<file path="src/hbs_pkg.sv">
// Shared constants and types of the holding brake sequencer
package hbs_pkg;

  // ----------------------------------------------------------------
  // Register indices on the plain register port
  // ----------------------------------------------------------------
  localparam logic [7:0] IDX_ENTRY_COUNT  = 8'h00;
  localparam logic [7:0] IDX_ENGAGE_MS    = 8'h01;
  localparam logic [7:0] IDX_CUR_OFF_MS   = 8'h02;
  localparam logic [7:0] IDX_RELEASE_MS   = 8'h03;
  localparam logic [7:0] IDX_RUN_MS       = 8'h04;
  localparam logic [7:0] IDX_PWM_HZ       = 8'h05;
  localparam logic [7:0] IDX_PWM_PERCENT  = 8'h06;
  localparam logic [7:0] IDX_STATUS       = 8'h07;

  // ----------------------------------------------------------------
  // Values after reset and limits of the settings
  // ----------------------------------------------------------------
  localparam logic [7:0]  ENTRY_COUNT_VAL = 8'h06;
  localparam logic [31:0] RST_ENGAGE_MS   = 32'h0000_03E8;
  localparam logic [31:0] RST_CUR_OFF_MS  = 32'h0000_03E8;
  localparam logic [31:0] RST_RELEASE_MS  = 32'h0000_03E8;
  localparam logic [31:0] RST_RUN_MS      = 32'h0000_0000;
  localparam logic [31:0] RST_PWM_HZ      = 32'h0000_0000;
  localparam logic [31:0] RST_PWM_PERCENT = 32'h0000_0000;
  localparam logic [31:0] PWM_HZ_MAX      = 32'h0000_07D0;
  localparam logic [31:0] PERCENT_MIN     = 32'h0000_0002;
  localparam logic [31:0] PERCENT_MAX     = 32'h0000_0064;

  // ----------------------------------------------------------------
  // Timing: one millisecond tick from the 250 MHz clock
  // ----------------------------------------------------------------
  localparam int CLK_PERIOD_PS = 4000;
  localparam int TICK_PS       = 1_000_000_000;
  localparam int TICK_CYCLES   = TICK_PS / CLK_PERIOD_PS;
  localparam int CLK_HZ        = 1_000_000_000 / (CLK_PERIOD_PS / 1000);
  localparam int TICK_W        = 18;

  // Phase accumulator wraps at one second's count of clock cycles, so once per PWM period; duty step is 1 % of it
  localparam logic [27:0] PHASE_WRAP = 28'(CLK_HZ);
  localparam logic [27:0] DUTY_STEP  = 28'(CLK_HZ / 100);

  // Sequencer states, Gray coded along power up and power down except the last step, HBS_SHUT_WAIT to HBS_OFF
  typedef enum logic [2:0] {
    HBS_OFF        = 3'h0,
    HBS_REL_WAIT   = 3'h1,
    HBS_START_WAIT = 3'h3,
    HBS_RUN        = 3'h2,
    HBS_STOP_WAIT  = 3'h6,
    HBS_ENG_WAIT   = 3'h7,
    HBS_SHUT_WAIT  = 3'h5
  } hbs_state_t;

endpackage

</file>
<file path="src/hbs_delay.sv">
// Millisecond delay counter with its own restartable tick
`timescale 1ns/1ps
`default_nettype none
module hbs_delay #(
  parameter int TICK_CYCLES = hbs_pkg::TICK_CYCLES
) (
  input  wire logic        clk,
  input  wire logic        nrst,
  input  wire logic        start,
  input  wire logic [31:0] load_ms,
  output logic             done
);
  import hbs_pkg::*;

  typedef struct packed {
    logic [31:0]       cnt;
    logic [TICK_W-1:0] tick;
    logic              armed;
  } hbs_dly_t;

  hbs_dly_t st_reg;
  hbs_dly_t st_next;

  // ----------------------------------------------------------------
  // Countdown
  // ----------------------------------------------------------------
  // Tick restarts on load so a delay of N lasts exactly N ms
  always_comb begin
    st_next = st_reg;
    if (start) begin
      st_next.cnt   = load_ms;
      st_next.tick  = '0;
      st_next.armed = 1'b1;
    end else if (st_reg.armed && st_reg.cnt != 32'h0000_0000) begin
      if (st_reg.tick == TICK_W'(TICK_CYCLES - 1)) begin
        st_next.tick = '0;
        st_next.cnt  = st_reg.cnt - 32'h0000_0001;
      end else begin
        st_next.tick = st_reg.tick + TICK_W'(1);
      end
    end
  end

  always_ff @(posedge clk) begin
    if (!nrst) begin
      st_reg <= '0;
    end else begin
      st_reg <= st_next;
    end
  end

  // Masked in the start cycle so a stale finish is never seen
  assign done = st_reg.armed && st_reg.cnt == 32'h0000_0000 && !start;

  a_zero_delay_done: assert property (@(posedge clk) disable iff (!nrst)
    start && load_ms == 32'h0000_0000 |=> done)
    else $error("zero delay did not finish at once");

  a_count_on_tick: assert property (@(posedge clk) disable iff (!nrst)
    !$past(start) && st_reg.cnt != $past(st_reg.cnt)
      |-> $past(st_reg.tick) == TICK_W'(TICK_CYCLES - 1)
          && st_reg.cnt == $past(st_reg.cnt) - 32'h0000_0001)
    else $error("delay counter moved off the millisecond tick");

endmodule
`default_nettype wire

</file>
<file path="src/hbs_top.sv">
// Holding brake sequencer: delays, brake PWM drive and register port
//
// Behaviour
// - All sequencer delays count whole milliseconds and the brake drive is a PWM of set rate and duty.
// - After the motor stands still the brake closes only once the engage delay has passed, 1000 ms at reset.
// - After the brake closes motor current goes off only once the shutdown delay has passed, 1000 ms at reset.
// - On power up current comes on first, then after the release delay (1000 ms at reset) the brake opens.
// - After the brake opens the running state is signalled only once the start delay has passed, 0 at reset.
// - The PWM rate is in hertz, only 0 through 2000 is accepted, and it resets to 0.
// - The PWM duty is in percent, only 0 or 2 through 100 is accepted, and it resets to 0.
//
// The address map and the plain strobed port were chosen for this implementation.
`timescale 1ns/1ps
`default_nettype none
module hbs_top #(
  parameter int TICK_CYCLES = hbs_pkg::TICK_CYCLES
) (
  input  wire logic        clk,
  input  wire logic        nrst,
  input  wire logic [7:0]  reg_addr,
  input  wire logic [31:0] reg_wdata,
  input  wire logic        reg_wr,
  input  wire logic        reg_rd,
  output logic [31:0]      reg_rdata,
  input  wire logic        drive_enable_req,
  input  wire logic        motor_standstill,
  output logic             motor_current_on,
  output logic             brake_release,
  output logic             brake_drive,
  output logic             drive_running
);
  import hbs_pkg::*;

  // ----------------------------------------------------------------
  // State
  // ----------------------------------------------------------------
  typedef struct packed {
    logic [31:0] engage_ms;
    logic [31:0] cur_off_ms;
    logic [31:0] release_ms;
    logic [31:0] run_ms;
    logic [31:0] pwm_hz;
    logic [31:0] pwm_percent;
    logic [31:0] rdata;
    hbs_state_t  fsm;
    logic        dly_start;
    logic [31:0] dly_load;
    logic [27:0] phase;
    logic        drive;
  } hbs_top_t;

  hbs_top_t st_reg;
  hbs_top_t st_next;

  logic        dly_done;
  logic [31:0] status_word;
  logic [27:0] phase_sum;
  logic [27:0] duty_thresh;
  logic        pwm_level;

  // ----------------------------------------------------------------
  // Delay counter, one shared by all four waits
  // ----------------------------------------------------------------
  // Only one wait is ever open at a time, so one counter suffices
  hbs_delay #(
    .TICK_CYCLES (TICK_CYCLES)
  ) u_delay (
    .clk     (clk),
    .nrst    (nrst),
    .start   (st_reg.dly_start),
    .load_ms (st_reg.dly_load),
    .done    (dly_done)
  );

  // ----------------------------------------------------------------
  // PWM phase and threshold
  // ----------------------------------------------------------------
  // Accumulator adds the rate each cycle and wraps at one second,
  // so no divider is needed; the rate is at most 2000 Hz
  always_comb begin
    phase_sum = st_reg.phase + st_reg.pwm_hz[27:0];
    if (phase_sum >= PHASE_WRAP) begin
      phase_sum = phase_sum - PHASE_WRAP;
    end
    duty_thresh = 28'(st_reg.pwm_percent[6:0] * DUTY_STEP);
    // Zero rate or zero duty gives a steady drive while released
    if (st_reg.pwm_hz == RST_PWM_HZ || st_reg.pwm_percent == RST_PWM_PERCENT) begin
      pwm_level = 1'b1;
    end else begin
      pwm_level = st_reg.phase < duty_thresh;
    end
  end

  // Status word seen by software
  assign status_word = {25'h000_0000, st_reg.fsm, drive_running, brake_release,
                        motor_current_on, st_reg.drive};

  // ----------------------------------------------------------------
  // Next state: registers, sequencer, read data
  // ----------------------------------------------------------------
  always_comb begin
    st_next           = st_reg;
    st_next.dly_start = 1'b0;
    st_next.phase     = phase_sum;

    // Register writes; out of range settings are refused whole
    if (reg_wr) begin
      unique case (reg_addr)
        IDX_ENGAGE_MS: begin
          st_next.engage_ms = reg_wdata;
        end
        IDX_CUR_OFF_MS: begin
          st_next.cur_off_ms = reg_wdata;
        end
        IDX_RELEASE_MS: begin
          st_next.release_ms = reg_wdata;
        end
        IDX_RUN_MS: begin
          st_next.run_ms = reg_wdata;
        end
        IDX_PWM_HZ: begin
          if (reg_wdata <= PWM_HZ_MAX) begin
            st_next.pwm_hz = reg_wdata;
          end
        end
        IDX_PWM_PERCENT: begin
          if (reg_wdata == RST_PWM_PERCENT ||
              (reg_wdata >= PERCENT_MIN && reg_wdata <= PERCENT_MAX)) begin
            st_next.pwm_percent = reg_wdata;
          end
        end
        default: begin
        end
      endcase
    end

    // Read data stands only in the cycle after the strobe
    st_next.rdata = 32'h0000_0000;
    if (reg_rd) begin
      unique case (reg_addr)
        IDX_ENTRY_COUNT: st_next.rdata = {24'h00_0000, ENTRY_COUNT_VAL};
        IDX_ENGAGE_MS:   st_next.rdata = st_reg.engage_ms;
        IDX_CUR_OFF_MS:  st_next.rdata = st_reg.cur_off_ms;
        IDX_RELEASE_MS:  st_next.rdata = st_reg.release_ms;
        IDX_RUN_MS:      st_next.rdata = st_reg.run_ms;
        IDX_PWM_HZ:      st_next.rdata = st_reg.pwm_hz;
        IDX_PWM_PERCENT: st_next.rdata = st_reg.pwm_percent;
        IDX_STATUS:      st_next.rdata = status_word;
        default:         st_next.rdata = 32'h0000_0000;
      endcase
    end

    // Sequencer; each timed wait loads its delay as it is entered; HBS_STOP_WAIT loads none.
    // A delay value is latched at entry, so later writes apply next time.
    unique case (st_reg.fsm)
      HBS_OFF: begin
        if (drive_enable_req) begin
          st_next.fsm       = HBS_REL_WAIT;
          st_next.dly_start = 1'b1;
          st_next.dly_load  = st_reg.release_ms;
        end
      end
      HBS_REL_WAIT: begin
        // Brake never opened yet, so dropping out is safe at once
        if (!drive_enable_req) begin
          st_next.fsm = HBS_OFF;
        end else if (dly_done) begin
          st_next.fsm       = HBS_START_WAIT;
          st_next.dly_start = 1'b1;
          st_next.dly_load  = st_reg.run_ms;
        end
      end
      HBS_START_WAIT: begin
        if (!drive_enable_req) begin
          st_next.fsm = HBS_STOP_WAIT;
        end else if (dly_done) begin
          st_next.fsm = HBS_RUN;
        end
      end
      HBS_RUN: begin
        if (!drive_enable_req) begin
          st_next.fsm = HBS_STOP_WAIT;
        end
      end
      HBS_STOP_WAIT: begin
        // Power down runs to the end even if enable returns
        if (motor_standstill) begin
          st_next.fsm       = HBS_ENG_WAIT;
          st_next.dly_start = 1'b1;
          st_next.dly_load  = st_reg.engage_ms;
        end
      end
      HBS_ENG_WAIT: begin
        if (dly_done) begin
          st_next.fsm       = HBS_SHUT_WAIT;
          st_next.dly_start = 1'b1;
          st_next.dly_load  = st_reg.cur_off_ms;
        end
      end
      HBS_SHUT_WAIT: begin
        if (dly_done) begin
          st_next.fsm = HBS_OFF;
        end
      end
      default: begin
        st_next.fsm = HBS_OFF;
      end
    endcase

    // Brake coil is driven only while the brake is to be open
    st_next.drive = (st_next.fsm == HBS_START_WAIT || st_next.fsm == HBS_RUN ||
                     st_next.fsm == HBS_STOP_WAIT || st_next.fsm == HBS_ENG_WAIT)
                    && pwm_level;
  end

  // ----------------------------------------------------------------
  // State register
  // ----------------------------------------------------------------
  always_ff @(posedge clk) begin
    if (!nrst) begin
      st_reg             <= '0;
      st_reg.engage_ms   <= RST_ENGAGE_MS;
      st_reg.cur_off_ms  <= RST_CUR_OFF_MS;
      st_reg.release_ms  <= RST_RELEASE_MS;
      st_reg.run_ms      <= RST_RUN_MS;
      st_reg.pwm_hz      <= RST_PWM_HZ;
      st_reg.pwm_percent <= RST_PWM_PERCENT;
      st_reg.fsm         <= HBS_OFF;
    end else begin
      st_reg <= st_next;
    end
  end

  // ----------------------------------------------------------------
  // Outputs, all decoded from registered state
  // ----------------------------------------------------------------
  assign reg_rdata        = st_reg.rdata;
  assign motor_current_on = st_reg.fsm != HBS_OFF;
  assign brake_release    = st_reg.fsm == HBS_START_WAIT || st_reg.fsm == HBS_RUN ||
                            st_reg.fsm == HBS_STOP_WAIT || st_reg.fsm == HBS_ENG_WAIT;
  assign drive_running    = st_reg.fsm == HBS_RUN;
  assign brake_drive      = st_reg.drive;

  // ----------------------------------------------------------------
  // Checks
  // ----------------------------------------------------------------
  a_pwm_hz_range: assert property (@(posedge clk) disable iff (!nrst)
    (st_reg.pwm_hz <= PWM_HZ_MAX)
    and (reg_wr && reg_addr == IDX_PWM_HZ && reg_wdata > PWM_HZ_MAX
        |=> $stable(st_reg.pwm_hz)))
    else $error("brake PWM rate outside 0..2000");

  a_duty_range: assert property (@(posedge clk) disable iff (!nrst)
    st_reg.pwm_percent == 32'h0000_0000
    || (st_reg.pwm_percent >= PERCENT_MIN && st_reg.pwm_percent <= PERCENT_MAX))
    else $error("brake PWM duty not 0 or 2..100");

  a_duty_one_refused: assert property (@(posedge clk) disable iff (!nrst)
    reg_wr && reg_addr == IDX_PWM_PERCENT && reg_wdata == 32'h0000_0001
      |=> st_reg.pwm_percent == $past(st_reg.pwm_percent))
    else $error("duty of one percent was taken");

  a_release_after_cur: assert property (@(posedge clk) disable iff (!nrst)
    $rose(brake_release) |-> motor_current_on && $past(motor_current_on)
      && $past(st_reg.fsm) == HBS_REL_WAIT && $past(dly_done))
    else $error("brake opened without current and release delay");

  a_engage_after_wait: assert property (@(posedge clk) disable iff (!nrst)
    $fell(brake_release) |-> $past(st_reg.fsm) == HBS_ENG_WAIT && $past(dly_done)
      && motor_current_on)
    else $error("brake closed before engage delay ended");

  a_current_off_last: assert property (@(posedge clk) disable iff (!nrst)
    $fell(motor_current_on) && $past(st_reg.fsm) != HBS_REL_WAIT
      |-> !brake_release && $past(!brake_release) && $past(dly_done))
    else $error("current cut before brake closed and delay ended");

  a_run_after_start: assert property (@(posedge clk) disable iff (!nrst)
    $rose(drive_running) |-> $past(st_reg.fsm) == HBS_START_WAIT && $past(dly_done)
      && brake_release)
    else $error("running signalled before start delay ended");

  a_brake_idle_off: assert property (@(posedge clk) disable iff (!nrst)
    !brake_release |-> !brake_drive)
    else $error("brake driven while it should be closed");

  a_entry_count_read: assert property (@(posedge clk) disable iff (!nrst)
    reg_rd && reg_addr == IDX_ENTRY_COUNT |=> reg_rdata == 32'h0000_0006)
    else $error("entry count read wrong");

  a_zero_delay_wait: assert property (@(posedge clk) disable iff (!nrst)
    st_reg.dly_start && st_reg.dly_load == 32'h0000_0000 && st_reg.fsm == HBS_ENG_WAIT
      |-> ##2 st_reg.fsm == HBS_SHUT_WAIT)
    else $error("zero engage delay did not advance at once");

  // Legal settings land in the cycle after their write
  a_rate_write_lands: assert property (@(posedge clk) disable iff (!nrst)
    reg_wr && reg_addr == IDX_PWM_HZ && reg_wdata <= PWM_HZ_MAX
      |=> st_reg.pwm_hz == $past(reg_wdata))
    else $error("legal brake PWM rate not taken");

  a_duty_write_lands: assert property (@(posedge clk) disable iff (!nrst)
    reg_wr && reg_addr == IDX_PWM_PERCENT && (reg_wdata == 32'h0000_0000
      || (reg_wdata >= PERCENT_MIN && reg_wdata <= PERCENT_MAX))
      |=> st_reg.pwm_percent == $past(reg_wdata))
    else $error("legal brake PWM duty not taken");

  a_duty_high_refused: assert property (@(posedge clk) disable iff (!nrst)
    reg_wr && reg_addr == IDX_PWM_PERCENT && reg_wdata > PERCENT_MAX
      |=> $stable(st_reg.pwm_percent))
    else $error("duty above 100 percent was taken");

  // Full duty must never chop the coil, whatever the phase
  a_full_duty_steady: assert property (@(posedge clk) disable iff (!nrst)
    brake_release && $past(st_reg.pwm_percent) == PERCENT_MAX |-> brake_drive)
    else $error("coil chopped at full duty");

  // ----------------------------------------------------------------
  // Checks on the power stage and brake outputs
  // ----------------------------------------------------------------
  // An open brake always has current behind it, so the load stays held
  a_current_under_brake: assert property (@(posedge clk) disable iff (!nrst)
    brake_release |-> motor_current_on)
    else $error("brake open without motor current");

  a_running_needs_open: assert property (@(posedge clk) disable iff (!nrst)
    drive_running |-> brake_release && motor_current_on)
    else $error("running signalled with brake closed");

  // Enable low leaves running at the next edge, then waits for standstill
  a_stop_on_disable: assert property (@(posedge clk) disable iff (!nrst)
    (st_reg.fsm == HBS_RUN || st_reg.fsm == HBS_START_WAIT) && !drive_enable_req
      |=> st_reg.fsm == HBS_STOP_WAIT && !drive_running)
    else $error("running not left when enable dropped");

  a_engage_load: assert property (@(posedge clk) disable iff (!nrst)
    st_reg.fsm == HBS_STOP_WAIT && motor_standstill
      |=> st_reg.fsm == HBS_ENG_WAIT && st_reg.dly_start
          && st_reg.dly_load == $past(st_reg.engage_ms))
    else $error("engage delay not loaded at standstill");

endmodule
`default_nettype wire

</file>
<file path="config.mk">
export PLATFORM = sky130hd
export DESIGN_NAME = hbs_top
export DESIGN_NICKNAME = d
export VERILOG_FILES = /design/src/hbs_pkg.sv /design/src/hbs_delay.sv /design/src/hbs_top.sv
export SDC_FILE = /design/constraint.sdc
export NUM_CORES = 1
export LEC_CHECK = 0
export ABC_AREA = 1
export BUFFER_PORTS_ARGS = -buffer_cell sky130_fd_sc_hd__buf_2
export CORE_MARGIN = 2
export CORE_UTILIZATION = 35
export DETAILED_ROUTE_END_ITERATION = 16
export PLACE_DENSITY_LB_ADDON = 0.12
export SLEW_MARGIN = 10
export SYNTH_ARGS = -nofsm -noshare
export SYNTH_HDL_FRONTEND = slang
export SYNTH_SLANG_ARGS = --single-unit
</file>
<file path="constraint.sdc">
create_clock -name clk -period 10 [get_ports clk]
set_input_delay 0.5 -clock clk [delete_from_list [all_inputs] [get_ports clk]]
set_output_delay 0.5 -clock clk [all_outputs]
set_load 0.02 [all_outputs]
</file>
==> results.cfg, run 1 <==
[run_status]
status = completed

[detailed_routing]
dr.pass1.iters = 6
num_vias = 18800
wl_per_cell_um = 19.9
viasPerCell = 5.24
drt-initial-drc-count = 1557
wl_mm = 71.6
ant_nets = 0
drcViolationCount = 0

[run]
cap_violations = 0

[cts]
cts-buffers-inserted = 42
clockBufferDepth = 3
post_cts_resized = 0
clkTransAtPathRegs_ps = 60
h-tree-depth = 2
cts.sinks = 340
clk_latency_ps = 590
post_cts_buffers = 0
ctsHoldBuffers = 0
cts_root_buf = clkbuf_16
cts_tree = done

[place]
port_buffers = 81
pre_cts_ws_ps = 4480
gp_congestion = 0.917
dp_hpwl_mm = 52.7
dpl_cell_area_um2 = 20600

[critical_path]
cpPeakStageDelay_ps = 550
worst-path-buf-inv = 3
crit_chain = inv_1 > ha_1 > inv_1 > fa_1 > inv_1 > fa_1 > fa_1 > ha_1 > nand2_1 > nor4_1 > a21oi_1 > o21ai_0 > a31oi_1 > o21ai_0 > xor2_1 > ha_1 > nand3_1 > o21ai_0 > a31oi_1 > o31ai_1 > a21boi_0
worst-setup-path-type = register to register
cp_top_family = adder cells
startpoint_type = register
required_ps = 10510
rrSetupSlack_ps = 4480
crit_fanout = 8
cp.arrival_ps = 6030
end_kind = register
cp_slowest_cell = dfxtp_1

[timing]
timing.final.crit_share = 0.552
worst_pin_slew_ps = 1110
maxSlewHeadroom = 0.259
whs_ps = 202
min_period_ps = 5520
max_freq_ghz = 0.181
finalHoldViolCount = 0
setup_viol = 0
timing.final.ws_setup_ps = 4480
setup_tns_ps = 0
rsz0062_at_grt = false
finalMaxSlewViolations = 0
fin_skew_ps = 26.6

[yosys]
yosys-top-cells-area = dfxtp_1 34%, nand2_1 9.5%, inv_1 8.0%
ys.flop_type = dfxtp_1
synth_adder_area_share = 0.0885
yosysMostFrequentCell = nand2_1
synth_nets = 2978
yosysTopAreaCellShare = 0.345
ys_ff_latch = 340
muxShareOfSynthArea = 0
synth.distinct_cells = 57
yosys-top-cells-count = 498 x nand2_1, 420 x inv_1, 340 x dfxtp_1, 268 x a21oi_1, 225 x nor2_1
synth_compound_area_frac = 0.195
yosysWarnings = 0
synthCells = 2802
synth-seq-area-share = 0.345
synth-edff-count = 0
synth_xor_area_frac = 0.0217
synth_largest_area_cell = dfxtp_1
ys_async_sr_fraction = 0
synth.avg_cell_area_um2 = 7.04
synth-simple-area-share = 0.233
synth_top_family_by_area = simple AND/OR/NAND/NOR gates
syn_area_um2 = 19700

[power]
peakVddDrop_mv = 0.111
power_mw = 3.13
power-per-cell-area_nw_per_um2 = 142
p_leak_nw = 9.97

[grt]
first_global_vias = 17500
grt_max_degree = 100
antenna_found_initial = 1
grt_pass1_wl_mm = 107
grt.total_usage = 0.243
grt-ovfl-total = 0

[layout]
largest_reg_flops = 256
post-route-cell-area_um2 = 22000
syn2layout_area_growth_pct = 11.5
multiInputGateArea_um2 = 10600
nets = 2982
drive_above_1_share = 0.0871
regArea_um2 = 6810
num-fill-cells = 5969

[die]
dieArea_um2 = 58300
fp.dieH_um = 241
rows = 87
start_util = 0.352
io_pins = 82
die_w_um = 241
coreArea_um2 = 56100

[worst_hold_path]
min_path_type = primary input to register
-- report_power, final --
| group | total (mW) | internal [mW] | switching (mW) | leakage (nW) |
|---|---|---|---|---|
| sequential | 1.38 | 1.37 | 0.0102 | 2.74 |
| clock | 1.54 | 0.890 | 0.648 | 0.692 |
| combinational | 0.216 | 0.0578 | 0.159 | 6.54 |
| total | 3.13 | 2.31 | 0.817 | 9.97 |
-- final cells by class --
class | count | area share
sequential | 340 | 0.309
antenna | 2 | 0.000227
timing repair buffer | 105 | 0.0269
inverter | 432 | 0.0737
clock inverter | 14 | 0.00773
multi-input combinational | 1885 | 0.483
clock buffer | 59 | 0.0557
tap | 756 | 0.0430
-- per-stage QoR --
step,cells,utilization
floorplan,2802,-
global placement,3518,0.368
detailed placement,3518,0.368
CTS,3591,0.392
global route,3591,0.392
finish,3593,0.393
-- worst min-delay path, stage by stage --
cell and delay, ps:
buf_2 120, nor2_1 50, nor2_1 90
-- cells by family after synthesis --
kind of cell / Yosys count
DFF: 340
adders and majority gates: 130
xor gates and xnor gates: 48
AOI/OAI and AO/OA: 666
buffers and inverters: 577
and+or+nand+nor: 1041
-- metal layers --
layer | global-route usage | share of wire | vias to the layer above
li1 | - | - | 9347
met1 | 0.343 | 0.48 | 8875
met2 | 0.381 | 0.44 | 515
met3 | 0.0414 | 0.059 | 89
met4 | 0.0673 | 0.026 | 2
met5 | 0 | 0.00018 | -
-- path summary, 6_finish.rpt --
| kind | depth (start not counted) | endpoint | startpoint |
|---|---|---|---|
| setup reg to reg | 21 | brake_drive | st_reg[102] |
| setup / recovery | 21 | brake_drive | st_reg[102] |
| hold reg to reg | 2 | st_reg[158] | st_reg[158] |
| hold / removal | 3 | st_reg[276] | reg_wdata[19] |
-- cells in the final DEF, fill, tap and decap left out, drive strengths merged, types with 56 or more instances in the layout --
cell and n:
nand2 521, inv 431, dfxtp 340, a21oi 270, nor2 243, o21ai 177, nand3 137, ha 114
buf 105, o22ai 62, clkbuf 59, nand4 56
(Power assumes the default switching activity.)
==> run 2: changes to the inputs <==
Clock period 10 ns to 5.45 ns, I/O delays scaled along.
==> run 2 against run 1 <==
- setup slack worse by 4100 ps
- sequential share of layout area is 0.37 points lower
- clock power is 90% higher
- non-clock buffer count is 22 higher
- clock skew is 15 ps higher
- core utilization is 0.47 points higher
- cell count is 0.61% higher
- routed wire length is 0.82% higher
- critical path depth is 3 higher
- register-to-register slack worse by 4100 ps
- combinational power is 87% higher
- global-route usage is 0.16 points higher
==> results.cfg, run 2 (synthesis results as in run 1) <==
[run_status]
status = completed

[power]
netSwitchingFraction = 0.254
p_leak_nw = 10.1
power-per-cell-area_nw_per_um2 = 263
pwr-share-clk = 0.500
p_switching_mw = 1.49
p_int_mw = 4.37
power_frac_seq = 0.431
peakVddDrop_mv = 0.229
power_mw = 5.87
comb_power_share = 0.069

[timing]
max_freq_ghz = 0.196
timing.final.crit_share = 0.937
finalHoldViolCount = 0
setup_tns_ps = 0
maxSlewHeadroom = 0.212
timing.final.ws_setup_ps = 345
rsz0062_at_grt = false
whs_ps = 40.9
worst_pin_slew_ps = 1170
min_period_ps = 5100
finalMaxSlewViolations = 0
fin_skew_ps = 41.9
setup_viol = 0

[worst_hold_path]
hold_path_end = st_reg[173]
min_from = reg_wdata[12]
min_path_type = primary input to register
hold_path_depth = 3

[run]
cap_violations = 0

[critical_path]
cp_top_family = adder cells
r2r-end = brake_drive
worst-path-buf-inv = 3
end_kind = register
worst-setup-path-type = register to register
r2r_cells = 24
cpPeakStageDelay_ps = 520
crit_chain = inv_1 > ha_1 > inv_1 > fa_1 > inv_1 > fa_1 > fa_1 > ha_1 > nand2_1 > o21ai_0 > nand2_1 > o211ai_1 > a21oi_2 > o21ai_1 > a31oi_1 > xor2_1 > ha_1 > nand2_1 > nor2_1 > a211oi_1 > o21ai_0 > a31oi_1 > o31ai_1 > a21boi_0
startpoint_type = register
cp.arrival_ps = 5590
r2r_start = st_reg[102]
rrSetupSlack_ps = 350
required_ps = 5930
cp_slowest_cell = fa_1
crit_fanout = 5

[layout]
nets = 3003
syn2layout_area_growth_pct = 12.8
largest_reg_flops = 256
num-fill-cells = 5907
final_cells = 3615
drive_above_1_share = 0.0917
final_common_cell = nand2_1
mostFrequentLayoutCells = 497 x nand2_1, 419 x inv_1, 340 x dfxtp_1
multiInputGateArea_um2 = 10700
regArea_um2 = 6810

[die]
start_util = 0.352
coreArea_um2 = 56100
fp.dieH_um = 241
die_w_um = 241
io_pins = 82
rows = 87
dieArea_um2 = 58300

[detailed_routing]
drcViolationCount = 0
viasPerCell = 5.27
wl_mm = 72.2
ant_nets = 0
dr.pass1.iters = 6
wl_per_cell_um = 20.0
num_vias = 19100
drt-initial-drc-count = 1648

[place]
placedCellCount = 3528
pre_cts_ws_ps = 251
port_buffers = 81
dp_hpwl_mm = 53.5
gp_congestion = 0.903

[grt]
first_global_vias = 17600
antenna_found_initial = 4
grt.total_usage = 0.245
grt_pass1_wl_mm = 108
grt_max_degree = 65
grt-ovfl-total = 0

[cts]
clkTransAtPathRegs_ps = 60
cts.sinks = 340
clockBufferDepth = 3
cts_tree = done
h-tree-depth = 2
cts-buffers-inserted = 41
cts_root_buf = clkbuf_16
clk_latency_ps = 600
==> run 2: cell types whose count changed in the layout (fill, tap and decap cells not counted), moves of 3 or more <==
cell | before | now
clkbuf_8 | 11 | 5
buf_4 | 24 | 34
dlygate4sd3_1 | 0 | 12
clkinv_2 | 8 | 11
bufinv_16 | 1 | 6
==> run 2: how the worst max path moves through the flow <==
stage,cells after the start,startpoint,to,slack [ps]
6_report,24,st_reg[102],brake_drive,350
5_1_grt,24,st_reg[102],brake_drive,20
4_1_cts,22,st_reg[102],brake_drive,190
3_5_place_dp,22,st_reg[102],brake_drive,250
3_3_place_gp,22,st_reg[102],brake_drive,300
2_1_floorplan,24,st_reg[102],brake_drive,680
==> run 2: cell type report <==
type                    instances  share of cell area
diodes                          2            0.000225
clock buffers                  51              0.0500
clock inverters                22              0.0149
inverters                     432              0.0728
multi-input cells            1885               0.479
flip-flops and latches        340               0.306
well taps                     756              0.0425
repair buffers                127              0.0353
==> run 2: metrics by stage <==
step,instance area [µm²],utilization
3_3_place_gp,20700,0.369
3_5_place_dp,20700,0.369
5_1_grt,22300,0.397
4_1_cts,22300,0.397
6_report,22300,0.397
2_1_floorplan,19700,-
==> run 2: power groups by stage <==
| stage | registers, mW | logic (mW) | clock network, mW |
|---|---|---|---|
| after CTS | 2.53 | 0.402 | 3.00 |
| after detailed placement | 2.58 | 0.394 | 0 |
| after global routing | 2.53 | 0.451 | 3.08 |
| final | 2.53 | 0.404 | 2.93 |
| after floorplan | 2.57 | 0.258 | 0 |
| after global placement | 2.58 | 0.393 | 0 |
==> run 2: worst register-to-register path, stage by stage (launching register included) <==
cell      delay, ps
dfxtp_1         330
inv_1            90
ha_1            320
inv_1            60
fa_1            520
inv_1            60
fa_1            430
fa_1            440
ha_1            380
nand2_1         130
o21ai_0         260
nand2_1          80
o211ai_1        160
a21oi_2          80
o21ai_1         240
a31oi_1         150
xor2_1          170
ha_1            300
nand2_1          70
nor2_1           50
a211oi_1        170
o21ai_0         100
a31oi_1         160
o31ai_1         100
a21boi_0        160
==> run 2: repair_timing <==
| action | 4_1_cts | 5_1_grt |
|---|---|---|
| resized for setup | 0 | 3 |
| endpoints found under the hold margin | 15 | 0 |
| hold buffers | 12 | 0 |
| setup buffers | 0 | 0 |
| endpoints found under the setup margin | 0 | 1 |
==> run 2: metal layers <==
layer,routed length (µm),part of all wire,GRT usage
met3,4360,0.060,0.0369
met4,1530,0.021,0.0576
met5,10,0.00014,0
met2,32300,0.45,0.393
met1,34000,0.47,0.345
